`config.mk`:
```
export PLATFORM = sky130hd
export DESIGN_NAME = spd_sleep_ctrl
export DESIGN_NICKNAME = d
export VERILOG_FILES = /design/src/spd_pkg.sv /design/src/spd_sleep_ctrl.sv
export SDC_FILE = /design/constraint.sdc
export NUM_CORES = 1
export LEC_CHECK = 0
export BUFFER_PORTS_ARGS = -buffer_cell sky130_fd_sc_hd__buf_2
export CORE_ASPECT_RATIO = 1.4
export CORE_MARGIN = 4
export CORE_UTILIZATION = 50
export CTS_BUF_LIST = sky130_fd_sc_hd__clkbuf_4
export DETAILED_ROUTE_END_ITERATION = 10
export MAX_ROUTING_LAYER = met4
export PLACE_DENSITY = 0.88
export SLEW_MARGIN = 20
export SYNTH_ARGS = -nofsm -noshare
export SYNTH_HDL_FRONTEND = slang
export SYNTH_SLANG_ARGS = --single-unit
```
`constraint.sdc`:
```
create_clock -name CORE_CLK -period 2.9 [get_ports CORE_CLK]
set_input_delay 0.435 -clock CORE_CLK [delete_from_list [all_inputs] [get_ports CORE_CLK]]
set_output_delay 0.435 -clock CORE_CLK [all_outputs]
set_load 0.1 [all_outputs]
```
`src/spd_pkg.sv`:
```
// Package with constants and types for the sleep power-down controller
package spd_pkg;
  // Register map (word index on the plain register port)
  localparam logic [3:0] SPD_REG_REGCTL = 4'h0;
  localparam logic [3:0] SPD_REG_STATUS = 4'h1;
  localparam logic [3:0] SPD_REG_CONFIG = 4'h2;
  localparam logic [3:0] SPD_REG_WAKE = 4'h3;
  // Regulator control fields
  localparam int SPD_REGCTL_RSVD_BIT = 0;
  localparam int SPD_REGCTL_LP_BIT = 1;
  localparam logic [7:0] SPD_REGCTL_RESET = 8'h01;
  // Status fields
  localparam int SPD_ST_PD_BIT = 0;
  localparam int SPD_ST_TO_BIT = 1;
  localparam int SPD_ST_ASLEEP_BIT = 2;
  localparam int SPD_ST_REGLP_BIT = 3;
  // Config fields
  localparam int SPD_CFG_WDT_SLEEP_BIT = 0;
  localparam int SPD_CFG_OSC_LSB = 1;
  localparam int SPD_CFG_TWOSPEED_BIT = 4;
  localparam int SPD_CFG_UNREG_BIT = 5;
  localparam logic [7:0] SPD_CFG_RESET = 8'h00;
  // Oscillator mode codes
  localparam logic [2:0] SPD_OSC_EXT = 3'h0;
  localparam logic [2:0] SPD_OSC_INT = 3'h1;
  localparam logic [2:0] SPD_OSC_RC = 3'h2;
  localparam logic [2:0] SPD_OSC_XTAL_LOW = 3'h3;
  localparam logic [2:0] SPD_OSC_XTAL_MED = 3'h4;
  localparam logic [2:0] SPD_OSC_XTAL_HIGH = 3'h5;
  // Timing
  localparam int SPD_CLK_MHZ = 20;
  localparam int SPD_OST_PERIODS = 1024;
  localparam logic [10:0] SPD_OST_CYCLES = 11'(SPD_OST_PERIODS);
  localparam int SPD_REG_STAB_US = 5;
  localparam logic [10:0] SPD_REG_STAB_CYCLES = 11'(SPD_REG_STAB_US * SPD_CLK_MHZ);
  localparam logic [14:0] SPD_ISR_VECTOR = 15'h0004;
  localparam int SPD_IRQ_W = 8;
  typedef enum logic [2:0] {
    SPD_RUN, SPD_SLEEP, SPD_SYNC, SPD_OST, SPD_STAB, SPD_RESUME
  } spd_state_t;
endpackage

```
`src/spd_sleep_ctrl.sv`:
```
// Sleep power-down controller: entry, wake, status flags and regulator mode
//
// The placing of the registers and the address-and-strobe port were chosen for this implementation.
`timescale 1ns/1ps
module spd_sleep_ctrl
  import spd_pkg::*;
(
  input wire logic CORE_CLK,
  input wire logic RESET,
  input wire logic [3:0] REG_ADDR,
  input wire logic [7:0] REG_WDATA,
  input wire logic REG_WR,
  input wire logic REG_RD,
  output logic [7:0] REG_RDATA,
  input wire logic SLEEP_EXEC,
  input wire logic CLRWDT_EXEC,
  input wire logic [14:0] CORE_PC,
  input wire logic GLOBAL_IRQ_ENABLE,
  input wire logic [SPD_IRQ_W-1:0] IRQ_EVENT,
  input wire logic [SPD_IRQ_W-1:0] IRQ_ENABLE,
  input wire logic [SPD_IRQ_W-1:0] IRQ_FLAG_CLR,
  input wire logic WATCHDOG_TIMEOUT,
  input wire logic EXTERNAL_RESET_PIN,
  input wire logic EXTERNAL_RESET_EN,
  input wire logic BROWNOUT_RESET,
  input wire logic BROWNOUT_EN,
  input wire logic POWER_ON_RESET,
  input wire logic LP_INCOMPAT_ACTIVE,
  input wire logic TIMER1_SRC_SLEEP_OK,
  input wire logic CONVERTER_DEDICATED_OSC,
  input wire logic [7:0] IO_OUT,
  input wire logic [7:0] IO_OE,
  output logic CORE_CLK_EN,
  output logic DEVICE_RESET,
  output logic WATCHDOG_CLEAR,
  output logic WATCHDOG_RUN,
  output logic LOW_FREQ_INTERNAL_OSC_EN,
  output logic TIMER1_RUN,
  output logic CONVERTER_RUN,
  output logic [7:0] IO_PIN_OUT,
  output logic [7:0] IO_PIN_OE,
  output logic PREFETCH_REQ,
  output logic [14:0] PREFETCH_ADDR,
  output logic VECTOR_REQ,
  output logic [14:0] VECTOR_ADDR,
  output logic REGULATOR_LOWPOWER,
  output logic POWERDOWN_FLAG_N,
  output logic TIMEOUT_FLAG_N,
  output logic [SPD_IRQ_W-1:0] IRQ_FLAG
);

  ////////////////////////////////////////////////////////////////////////////
  spd_state_t state;
  logic [7:0] cfg;
  logic regulator_lowpower_sel;
  logic [10:0] dly_cnt;
  logic wake_meta;
  logic wake_sync;
  logic [1:0] wdt_pipe;
  logic used_lp;
  logic global_at_wake;
  logic full_reset;
  logic irq_pending;
  logic wake_raw;
  logic [2:0] osc_mode;
  logic need_ost;
  logic unregulated;

  assign osc_mode = cfg[SPD_CFG_OSC_LSB +: 3];
  assign unregulated = cfg[SPD_CFG_UNREG_BIT];
  // Two-speed start-up hides the crystal delay
  assign need_ost = (osc_mode == SPD_OSC_XTAL_LOW || osc_mode == SPD_OSC_XTAL_MED ||
                     osc_mode == SPD_OSC_XTAL_HIGH) && !cfg[SPD_CFG_TWOSPEED_BIT];
  assign irq_pending = |(IRQ_FLAG & IRQ_ENABLE);
  assign wake_raw = irq_pending || WATCHDOG_TIMEOUT;
  assign full_reset = POWER_ON_RESET || (BROWNOUT_RESET && BROWNOUT_EN) ||
                      (EXTERNAL_RESET_PIN && EXTERNAL_RESET_EN);

  ////////////////////////////////////////////////////////////////////////////
  // Interrupt flags: set wins over a simultaneous clear
  genvar gi;
  generate
    for (gi = 0; gi < SPD_IRQ_W; gi++) begin : g_flag
      always_ff @(posedge CORE_CLK) begin
        if (RESET || full_reset) begin
          IRQ_FLAG[gi] <= 1'b0;
        end else if (IRQ_EVENT[gi]) begin
          IRQ_FLAG[gi] <= 1'b1;
        end else if (IRQ_FLAG_CLR[gi]) begin
          IRQ_FLAG[gi] <= 1'b0;
        end
      end
    end
  endgenerate

  ////////////////////////////////////////////////////////////////////////////
  // Wake synchroniser; first stage feeds only the second
  always_ff @(posedge CORE_CLK) begin
    if (RESET) begin
      wake_meta <= 1'b0;
      wake_sync <= 1'b0;
      wdt_pipe <= 2'b00;
    end else begin
      wake_meta <= wake_raw;
      wake_sync <= wake_meta;
      // Cause kept in step with the sync, so a one-cycle time-out still counts
      wdt_pipe <= {wdt_pipe[0], WATCHDOG_TIMEOUT};
    end
  end

  ////////////////////////////////////////////////////////////////////////////
  // Sequencer
  always_ff @(posedge CORE_CLK) begin
    if (RESET || full_reset) begin
      state <= SPD_RUN;
      dly_cnt <= 11'h000;
      used_lp <= 1'b0;
      global_at_wake <= 1'b0;
    end else begin
      case (state)
        SPD_RUN: begin
          // Pending enabled interrupt turns the instruction into a no-op
          if (SLEEP_EXEC && !irq_pending) begin
            state <= SPD_SLEEP;
            used_lp <= regulator_lowpower_sel && !LP_INCOMPAT_ACTIVE && !unregulated;
          end
        end
        SPD_SLEEP: begin
          // A wake arriving during entry still completes entry first
          if (wake_sync) begin
            state <= SPD_SYNC;
            global_at_wake <= GLOBAL_IRQ_ENABLE;
          end
        end
        SPD_SYNC: begin
          if (need_ost) begin
            state <= SPD_OST;
            dly_cnt <= SPD_OST_CYCLES - 11'h001;
          end else if (used_lp) begin
            state <= SPD_STAB;
            dly_cnt <= SPD_REG_STAB_CYCLES - 11'h001;
          end else begin
            state <= SPD_RESUME;
          end
        end
        SPD_OST: begin
          if (dly_cnt == 11'h000) begin
            if (used_lp) begin
              state <= SPD_STAB;
              dly_cnt <= SPD_REG_STAB_CYCLES - 11'h001;
            end else begin
              state <= SPD_RESUME;
            end
          end else begin
            dly_cnt <= dly_cnt - 11'h001;
          end
        end
        SPD_STAB: begin
          if (dly_cnt == 11'h000) begin
            state <= SPD_RESUME;
          end else begin
            dly_cnt <= dly_cnt - 11'h001;
          end
        end
        SPD_RESUME: begin
          state <= SPD_RUN;
        end
        default: begin
          state <= SPD_RUN;
        end
      endcase
    end
  end

  ////////////////////////////////////////////////////////////////////////////
  // Status flags and clock gate
  always_ff @(posedge CORE_CLK) begin
    if (RESET || full_reset) begin
      POWERDOWN_FLAG_N <= 1'b1;
      TIMEOUT_FLAG_N <= 1'b1;
      CORE_CLK_EN <= 1'b1;
    end else begin
      if (state == SPD_RUN && SLEEP_EXEC && !irq_pending) begin
        POWERDOWN_FLAG_N <= 1'b0;
        TIMEOUT_FLAG_N <= 1'b1;
        CORE_CLK_EN <= 1'b0;
      end else if (state == SPD_RESUME) begin
        CORE_CLK_EN <= 1'b1;
      end
      if (state == SPD_SLEEP && wake_sync && wdt_pipe[1]) begin
        TIMEOUT_FLAG_N <= 1'b0;
      end
    end
  end

  ////////////////////////////////////////////////////////////////////////////
  // Watchdog control, clocks kept alive, regulator mode
  always_ff @(posedge CORE_CLK) begin
    if (RESET) begin
      WATCHDOG_CLEAR <= 1'b1;
      WATCHDOG_RUN <= 1'b1;
      LOW_FREQ_INTERNAL_OSC_EN <= 1'b1;
      TIMER1_RUN <= 1'b1;
      CONVERTER_RUN <= 1'b1;
      REGULATOR_LOWPOWER <= 1'b0;
    end else begin
      WATCHDOG_CLEAR <= full_reset || CLRWDT_EXEC ||
                        (state == SPD_RUN && SLEEP_EXEC && !irq_pending) ||
                        (state == SPD_SLEEP && wake_sync) || state == SPD_OST;
      WATCHDOG_RUN <= (state == SPD_RUN) || cfg[SPD_CFG_WDT_SLEEP_BIT];
      LOW_FREQ_INTERNAL_OSC_EN <= 1'b1;
      TIMER1_RUN <= (state == SPD_RUN) || TIMER1_SRC_SLEEP_OK;
      CONVERTER_RUN <= (state == SPD_RUN) || CONVERTER_DEDICATED_OSC;
      // Incompatible peripheral forces normal mode even mid-sleep
      REGULATOR_LOWPOWER <= (state == SPD_SLEEP) && used_lp &&
                            !LP_INCOMPAT_ACTIVE;
    end
  end

  ////////////////////////////////////////////////////////////////////////////
  // Pins held, prefetch and vector, reset out
  always_ff @(posedge CORE_CLK) begin
    if (RESET) begin
      IO_PIN_OUT <= 8'h00;
      IO_PIN_OE <= 8'h00;
      PREFETCH_REQ <= 1'b0;
      PREFETCH_ADDR <= 15'h0000;
      VECTOR_REQ <= 1'b0;
      VECTOR_ADDR <= SPD_ISR_VECTOR;
      DEVICE_RESET <= 1'b0;
    end else begin
      if (state == SPD_RUN) begin
        IO_PIN_OUT <= IO_OUT;
        IO_PIN_OE <= IO_OE;
      end
      PREFETCH_REQ <= SLEEP_EXEC && state == SPD_RUN;
      if (SLEEP_EXEC && state == SPD_RUN) begin
        PREFETCH_ADDR <= CORE_PC + 15'h0001;
      end
      // Vector only after the prefetched instruction runs; core sequences it
      // A time-out wake with nothing pending runs on in line
      VECTOR_REQ <= (state == SPD_RESUME) && global_at_wake &&
                    irq_pending;
      VECTOR_ADDR <= SPD_ISR_VECTOR;
      DEVICE_RESET <= full_reset && state != SPD_RUN;
    end
  end

  ////////////////////////////////////////////////////////////////////////////
  // Registers
  always_ff @(posedge CORE_CLK) begin
    if (RESET) begin
      regulator_lowpower_sel <= SPD_REGCTL_RESET[SPD_REGCTL_LP_BIT];
      cfg <= SPD_CFG_RESET;
    end else if (REG_WR) begin
      if (REG_ADDR == SPD_REG_REGCTL) begin
        regulator_lowpower_sel <= REG_WDATA[SPD_REGCTL_LP_BIT];
      end else if (REG_ADDR == SPD_REG_CONFIG) begin
        cfg <= REG_WDATA;
      end
    end
  end

  always_ff @(posedge CORE_CLK) begin
    if (RESET) begin
      REG_RDATA <= 8'h00;
    end else if (REG_RD) begin
      case (REG_ADDR)
        SPD_REG_REGCTL: REG_RDATA <= {6'h00, regulator_lowpower_sel, 1'b1};
        SPD_REG_STATUS: REG_RDATA <= {4'h0, REGULATOR_LOWPOWER, state != SPD_RUN,
                                      TIMEOUT_FLAG_N, POWERDOWN_FLAG_N};
        SPD_REG_CONFIG: REG_RDATA <= cfg;
        SPD_REG_WAKE: REG_RDATA <= IRQ_FLAG & IRQ_ENABLE;
        default: REG_RDATA <= 8'h00;
      endcase
    end else begin
      REG_RDATA <= 8'h00;
    end
  end

  ////////////////////////////////////////////////////////////////////////////
  property p_entry_flags;
    @(posedge CORE_CLK) disable iff (RESET)
    (state == SPD_RUN && SLEEP_EXEC && !irq_pending && !full_reset) |=>
      (!POWERDOWN_FLAG_N && !CORE_CLK_EN && TIMEOUT_FLAG_N);
  endproperty
  a_entry_flags: assert property (p_entry_flags) else $error("entry flags wrong");

  property p_nop_sleep;
    @(posedge CORE_CLK) disable iff (RESET)
    (state == SPD_RUN && SLEEP_EXEC && irq_pending && !full_reset) |=>
      (state == SPD_RUN && $stable(POWERDOWN_FLAG_N) && !WATCHDOG_CLEAR);
  endproperty
  a_nop_sleep: assert property (p_nop_sleep) else $error("sleep not a no-op");

  property p_only_sleep_instr;
    @(posedge CORE_CLK) disable iff (RESET)
    (state == SPD_RUN && !SLEEP_EXEC) |=> state != SPD_SLEEP;
  endproperty
  a_only_sleep_instr: assert property (p_only_sleep_instr) else $error("bad entry");

  property p_wdt_wake_clear;
    @(posedge CORE_CLK) disable iff (RESET)
    (state == SPD_SLEEP && wake_sync && !full_reset) |=> WATCHDOG_CLEAR;
  endproperty
  a_wdt_wake_clear: assert property (p_wdt_wake_clear) else $error("no wdt clear");

  property p_ost_len;
    @(posedge CORE_CLK) disable iff (RESET || full_reset)
    (state == SPD_SYNC && need_ost) |=> (state == SPD_OST)[*8];
  endproperty
  a_ost_len: assert property (p_ost_len) else $error("start-up delay short");

  property p_clk_release;
    @(posedge CORE_CLK) disable iff (RESET)
    $rose(CORE_CLK_EN) |-> ($past(state) == SPD_RESUME || $past(full_reset));
  endproperty
  a_clk_release: assert property (p_clk_release) else $error("early clock");

  property p_reg_normal;
    @(posedge CORE_CLK) disable iff (RESET)
    (LP_INCOMPAT_ACTIVE || unregulated && state == SPD_RUN) |=> !REGULATOR_LOWPOWER;
  endproperty
  a_reg_normal: assert property (p_reg_normal) else $error("regulator low");

  property p_reset_wake;
    @(posedge CORE_CLK) disable iff (RESET)
    (state == SPD_SLEEP && full_reset) |=> (DEVICE_RESET && state == SPD_RUN);
  endproperty
  a_reset_wake: assert property (p_reset_wake) else $error("no reset wake");

  property p_flag_set;
    @(posedge CORE_CLK) disable iff (RESET)
    (IRQ_EVENT[0] && !full_reset) |=> IRQ_FLAG[0];
  endproperty
  a_flag_set: assert property (p_flag_set) else $error("flag not set");

  property p_wdt_wake_to;
    @(posedge CORE_CLK) disable iff (RESET)
    (state == SPD_SLEEP && wake_sync && wdt_pipe[1] && !full_reset) |=> !TIMEOUT_FLAG_N;
  endproperty
  a_wdt_wake_to: assert property (p_wdt_wake_to) else $error("time-out flag kept");

endmodule

```
* After elaboration in Yosys (flattened, before gate mapping)
Index checks and enable logic that the tools add are counted.
** Word-level totals
- Flip-flop bits (word level) :: 87
- Bits of input ports :: 83
- Output and inout bits :: 74
- Word-level logic and storage cells :: 141
** Operators by class
- Add/sub/neg operators :: 2
- Equal/unequal tests :: 16
- Multiplexer cells :: 33
- Bitwise gates (word level) :: 3
- Reduce and logical (&&, ||, !) cells :: 55
** Operators with widths (count)
- two-way mux 11 bit :: 4
- case mux 11 bit (3 select lines) :: 1
- case mux 8 bit (4 select lines) :: 1
- two-way mux 1 bit :: 21
- nonzero test 2 bit :: 10
- adder 15 x 1 -> 15 bit, second input constant :: 1
- logical AND 1 bit :: 15
- two-way mux 3 bit :: 5
- case mux 3 bit (5 select lines) :: 1
- logical OR 1 bit :: 13
- == test 3 bit, second input constant :: 4
- logical NOT 11 bit :: 1
- subtractor 11 x 1 -> 11 bit, second input constant :: 1
- inequality test 2 bit, second input constant :: 5
- == test 3 x 2 -> 1 bit, second input constant :: 3
- bitwise AND 8 bit :: 1
- == test 4 x 2 -> 1 bit, second input constant :: 2
- AND reduction 2 bit :: 4
- OR reduction 8 bit :: 1
- nonzero test 3 bit :: 2
- == test 4 x 1 -> 1 bit, second input constant :: 1
- logical NOT 1 bit :: 4
- logical NOT 4 bit :: 1
- AND reduction 4 bit :: 1
- 5 further kinds :: 6

* Logic depth before layout (Yosys ltp)
- Word-level depth :: 7
- Gate-level depth with buffers :: 8
- Gate-level depth less buffers :: 7

* Worst setup path before layout
Ideal clock, no wire load.
- Path type :: register to register
- Start :: register dly_cnt[0]
- End :: register dly_cnt[5]
- Setup time :: 0.131 ns
- Arrival :: 2.040 ns
- Setup slack :: 0.729 ns
- Cell stages (with the launch flop) :: 9
- Path buffers :: 1
- Clock period less this slack :: 2.171 ns
- Cells stage by stage :: dfxtp_1 > inv_1 > ha_1 > or4b_1 > o31a_1 > or2_4 > buf_6 > o41ai_2 > o22ai_1
** Between the ends
- Longest elaborated chain between the ends :: 3
** Ends and longest elaborated chain
- start, declared :: line spd_sleep_ctrl.sv:56 : logic [10:0] dly_cnt;
- start signal, assigned :: line spd_sleep_ctrl.sv:138 : dly_cnt <= SPD_OST_CYCLES - 11'h001;
- start signal, assigned :: line spd_sleep_ctrl.sv:141 : dly_cnt <= SPD_REG_STAB_CYCLES - 11'h001;
- start signal, assigned :: line spd_sleep_ctrl.sv:150 : dly_cnt <= SPD_REG_STAB_CYCLES - 11'h001;
- subtractor 11 x 1 -> 11 bit or logical NOT 11 bit (tied branches)
- two-way mux 11 bit, or another cell as far along :: line spd_sleep_ctrl.sv:159 : if (dly_cnt == 11'h000) begin
- case mux 11 bit (3 select lines) or AND reduction 2 bit (tied branches)
Parallel ways exist; a longest one is shown, timed or not. The select of a mux whose other input is x is not followed.
A chain may end at the register's enable or synchronous reset.

* Worst setup path after layout
- Start :: register dly_cnt[0]
- End :: register dly_cnt[8]
Same word-level chain as after synthesis.

==> flow_summary.toml <==
[routing]
viasPerCell = 5.460
final_antenna_net_count = 0
drtIter0Drc = 320
drc = 0
vias = 3860
wl_um = 10530
routedWlPerCell_um = 14.89
firstDrtPassIters = 6

[setup_path]
critPathMaxFanout = 7
critPathCaptureType = "flop"
worstSetupPathType = "flop to flop"
cp.required_ns = 3.22
crit_path_max_incr_delay_ns = 0.55
cp-startpoint = "dly_cnt[0]"
r2r_slack_ns = 0.46
regToRegStartpoint = "dly_cnt[0]"
crit_arrival_ns = 2.76
worstSetupStartpointType = "flop"
crit_chain = "inv_1 > ha_1 > or4b_1 > o31ai_1 > and2_1 > nand2b_1 > o32ai_1"
critPathSlowestCell = "or4b_1"

[power]
p_int_mw = 1.820
seq_power_share = 0.460
swShare = 0.3373
ir_worst_vdd_v = 0.0005435
combPwrFrac = 0.225
p_leak_nw = 2.168
switchingPower_mw = 0.9266
pwr-share-clk = 0.314
powerDensity_mw_per_mm2 = 572.6

[placement]
hpwl_um = 7994
routabilityCongestion = 0.9121
io_buffer_count = 140

[floorplanning]
io_pins = 157
initial_core_util = 0.5227
die_h_um = 112.4
core_mm2 = 0.007453
die_w_um = 82.61
dieArea_mm2 = 0.009289
rows = 37

[clock_tree]
cts_setup_buffers = 0
cts.path.max_buffers = 2
clk_latency_ns = 0.45
cts_sinks = 87
tritoncts = "built"
ctsHoldBuffers = 0
htree_levels = 3
clockRootBuffer = "clkbuf_4"
ctsResizeCount = 0
clk_pin_slew_ns = 0.13
cts_buffers = 9

[global_route]
antenna_found_initial = 0
grt_pass1_vias = 3880
grt_first_pass_wirelength_um = 17240
track_usage = 0.2412
grt_max_degree = 31
overflow = 0

[cells_and_area]
utilization = 0.6436
drive_above_1_share = 0.2803
layout.nets = 691
diodes = 0
synthToLayoutAreaGrowth_pct = 23.12
layout_common_cells = "140 x buf_2, 87 x dfxtp_1, 62 x nand2_1, 51 x nor2_1, 47 x a21oi_1"
final_common_cell = "buf_2"

[yosys]
avgSynthCellArea_um2 = 8.255
ys_seq_elements = 87
postSynthCellCount = 472
yosysSeqAreaShare = 0.4470
synthFlopType = "dfxtp_1"
syn_area_mm2 = 0.003896
synthArstFlopShare = 0
post_synth_num_cell_types = 59
ys_warn_count = 0
synth_edf_count = 0

[sta]
worst_pin_slew_ns = 0.9368
finalSetupTns_ns = 0
finalWorstPathRequiredPeriod_ns = 2.443
slew_headroom = 0.3697
hold_ws_ns = 0.1658
fmax_ghz = 0.4094
grt_setup_unrepaired = "no"
hold_viol = 0
finalSetupViolations = 0
fin_crit_sh = 0.8423
slew_viol_final = 0
fin_skew_ns = 0.01750

[job]
drv_cap = 0

[min_path]
hold_class = "input port to flop"
min_from = "LP_INCOMPAT_ACTIVE"

[status]
status = "completed"
[path summary, 6_finish.rpt]
kind | to | depth (start not counted)
max | dly_cnt[8] | 7
min | REGULATOR_LOWPOWER | 2
max reg2reg | dly_cnt[8] | 7
min reg2reg | IO_PIN_OUT[6] | 2
[cell type report]
type                       instances  area [um2]
sequential                        87        1742
clock buffer                      12       90.09
timing repair buffer             147       753.2
clock inverter                     4       93.84
multi-input combinational        343        1933
fill                             652        2656
tap                               97       121.4
inverter                          17       63.81
[Yosys cell counts, types with 2 or more instances]
cell      count  area [um2]
a211oi_1     14       105.1
a21o_1        2       15.01
a21oi_1      47       235.2
a22o_1        2       17.52
a22oi_1       4       30.03
a31oi_1       5       31.28
a32oi_1       7       61.31
and2_1        2       12.51
and3_1        4       25.02
buf_4        16       120.1
clkbuf_1     20       75.07
conb_1        2       7.510
dfxtp_1      87        1742
ha_1          3       37.54
inv_1        17       63.81
mux2i_1       3       30.03
nand2_1      62       232.7
nand2b_1      5       31.28
nand3_1      22       110.1
nand3b_1      3       22.52
nand4_1       2       12.51
nand4b_1      2       17.52
nor2_1       51       191.4
nor2b_1       8       50.05
nor3_1        9       45.04
nor4_1        6       37.54
o21ai_0      11       55.05
o22ai_1       4       25.02
o31a_1        2       17.52
o31ai_1       4       30.03
or2_2         2       12.51
or3_1         5       31.28
xnor2_1       8       70.07
xor2_1        6       52.55
[registers in the layout (all words and copies together), names as in the netlist, 2 cells and up]
name           count
IO_PIN_OE          8
REG_RDATA          8
wdt_pipe           2
dly_cnt           11
IO_PIN_OUT         8
state              3
IRQ_FLAG           8
cfg                8
PREFETCH_ADDR     15
[cells by family after synthesis]
family,after synthesis,synth area share
buf+inv,56,0.07161
simple gates,191,0.2344
flops,87,0.4470
fa+ha+maj,3,0.009635
compound gates,116,0.1962
mux,3,0.007707
xor+xnor,14,0.03147
other cells,2,0.001928
[worst max-delay path, delay by kind of cell (launching register included)]
kind / cells / cell delay (ns)
flops: 1 / 0.37
fa+ha+maj: 1 / 0.14
compound gates: 2 / 0.57
buf+inv: 1 / 0.10
simple gates: 3 / 1.14
[power by group through the flow]
stage               clock network, mW  logic (mW)  registers (mW)
global placement                    0       0.610            1.29
detailed placement                  0       0.618            1.29
CTS                             0.871       0.619            1.26
global route                    0.934       0.650            1.27
finish                          0.864       0.619            1.26
floorplan                           0       0.221            1.57
[through the flow]
step | area (um2) | setup WS [ns] | std cells | total power [mW]
6_report | 4797 | 0.4574 | 707 | 2.747
5_1_grt | 4797 | 0.3325 | 707 | 2.855
4_1_cts | 4797 | 0.5129 | 707 | 2.754
3_5_place_dp | 4613 | 0.5667 | 691 | 1.908
3_3_place_gp | 4613 | 0.6939 | 691 | 1.899
2_1_floorplan | 3949 | 0.7295 | 486 | 1.787
[metal layers]
metal / share of wire / track usage / vias to the layer above
met5: 0 / - / -
met4: 0.025 / 0.1058 / 0
met3: 0.082 / 0.05618 / 30
li1: - / - / 1900
met1: 0.38 / 0.2603 / 1762
met2: 0.51 / 0.4106 / 168
No activity file was read; power rests on OpenSTA's default activity.
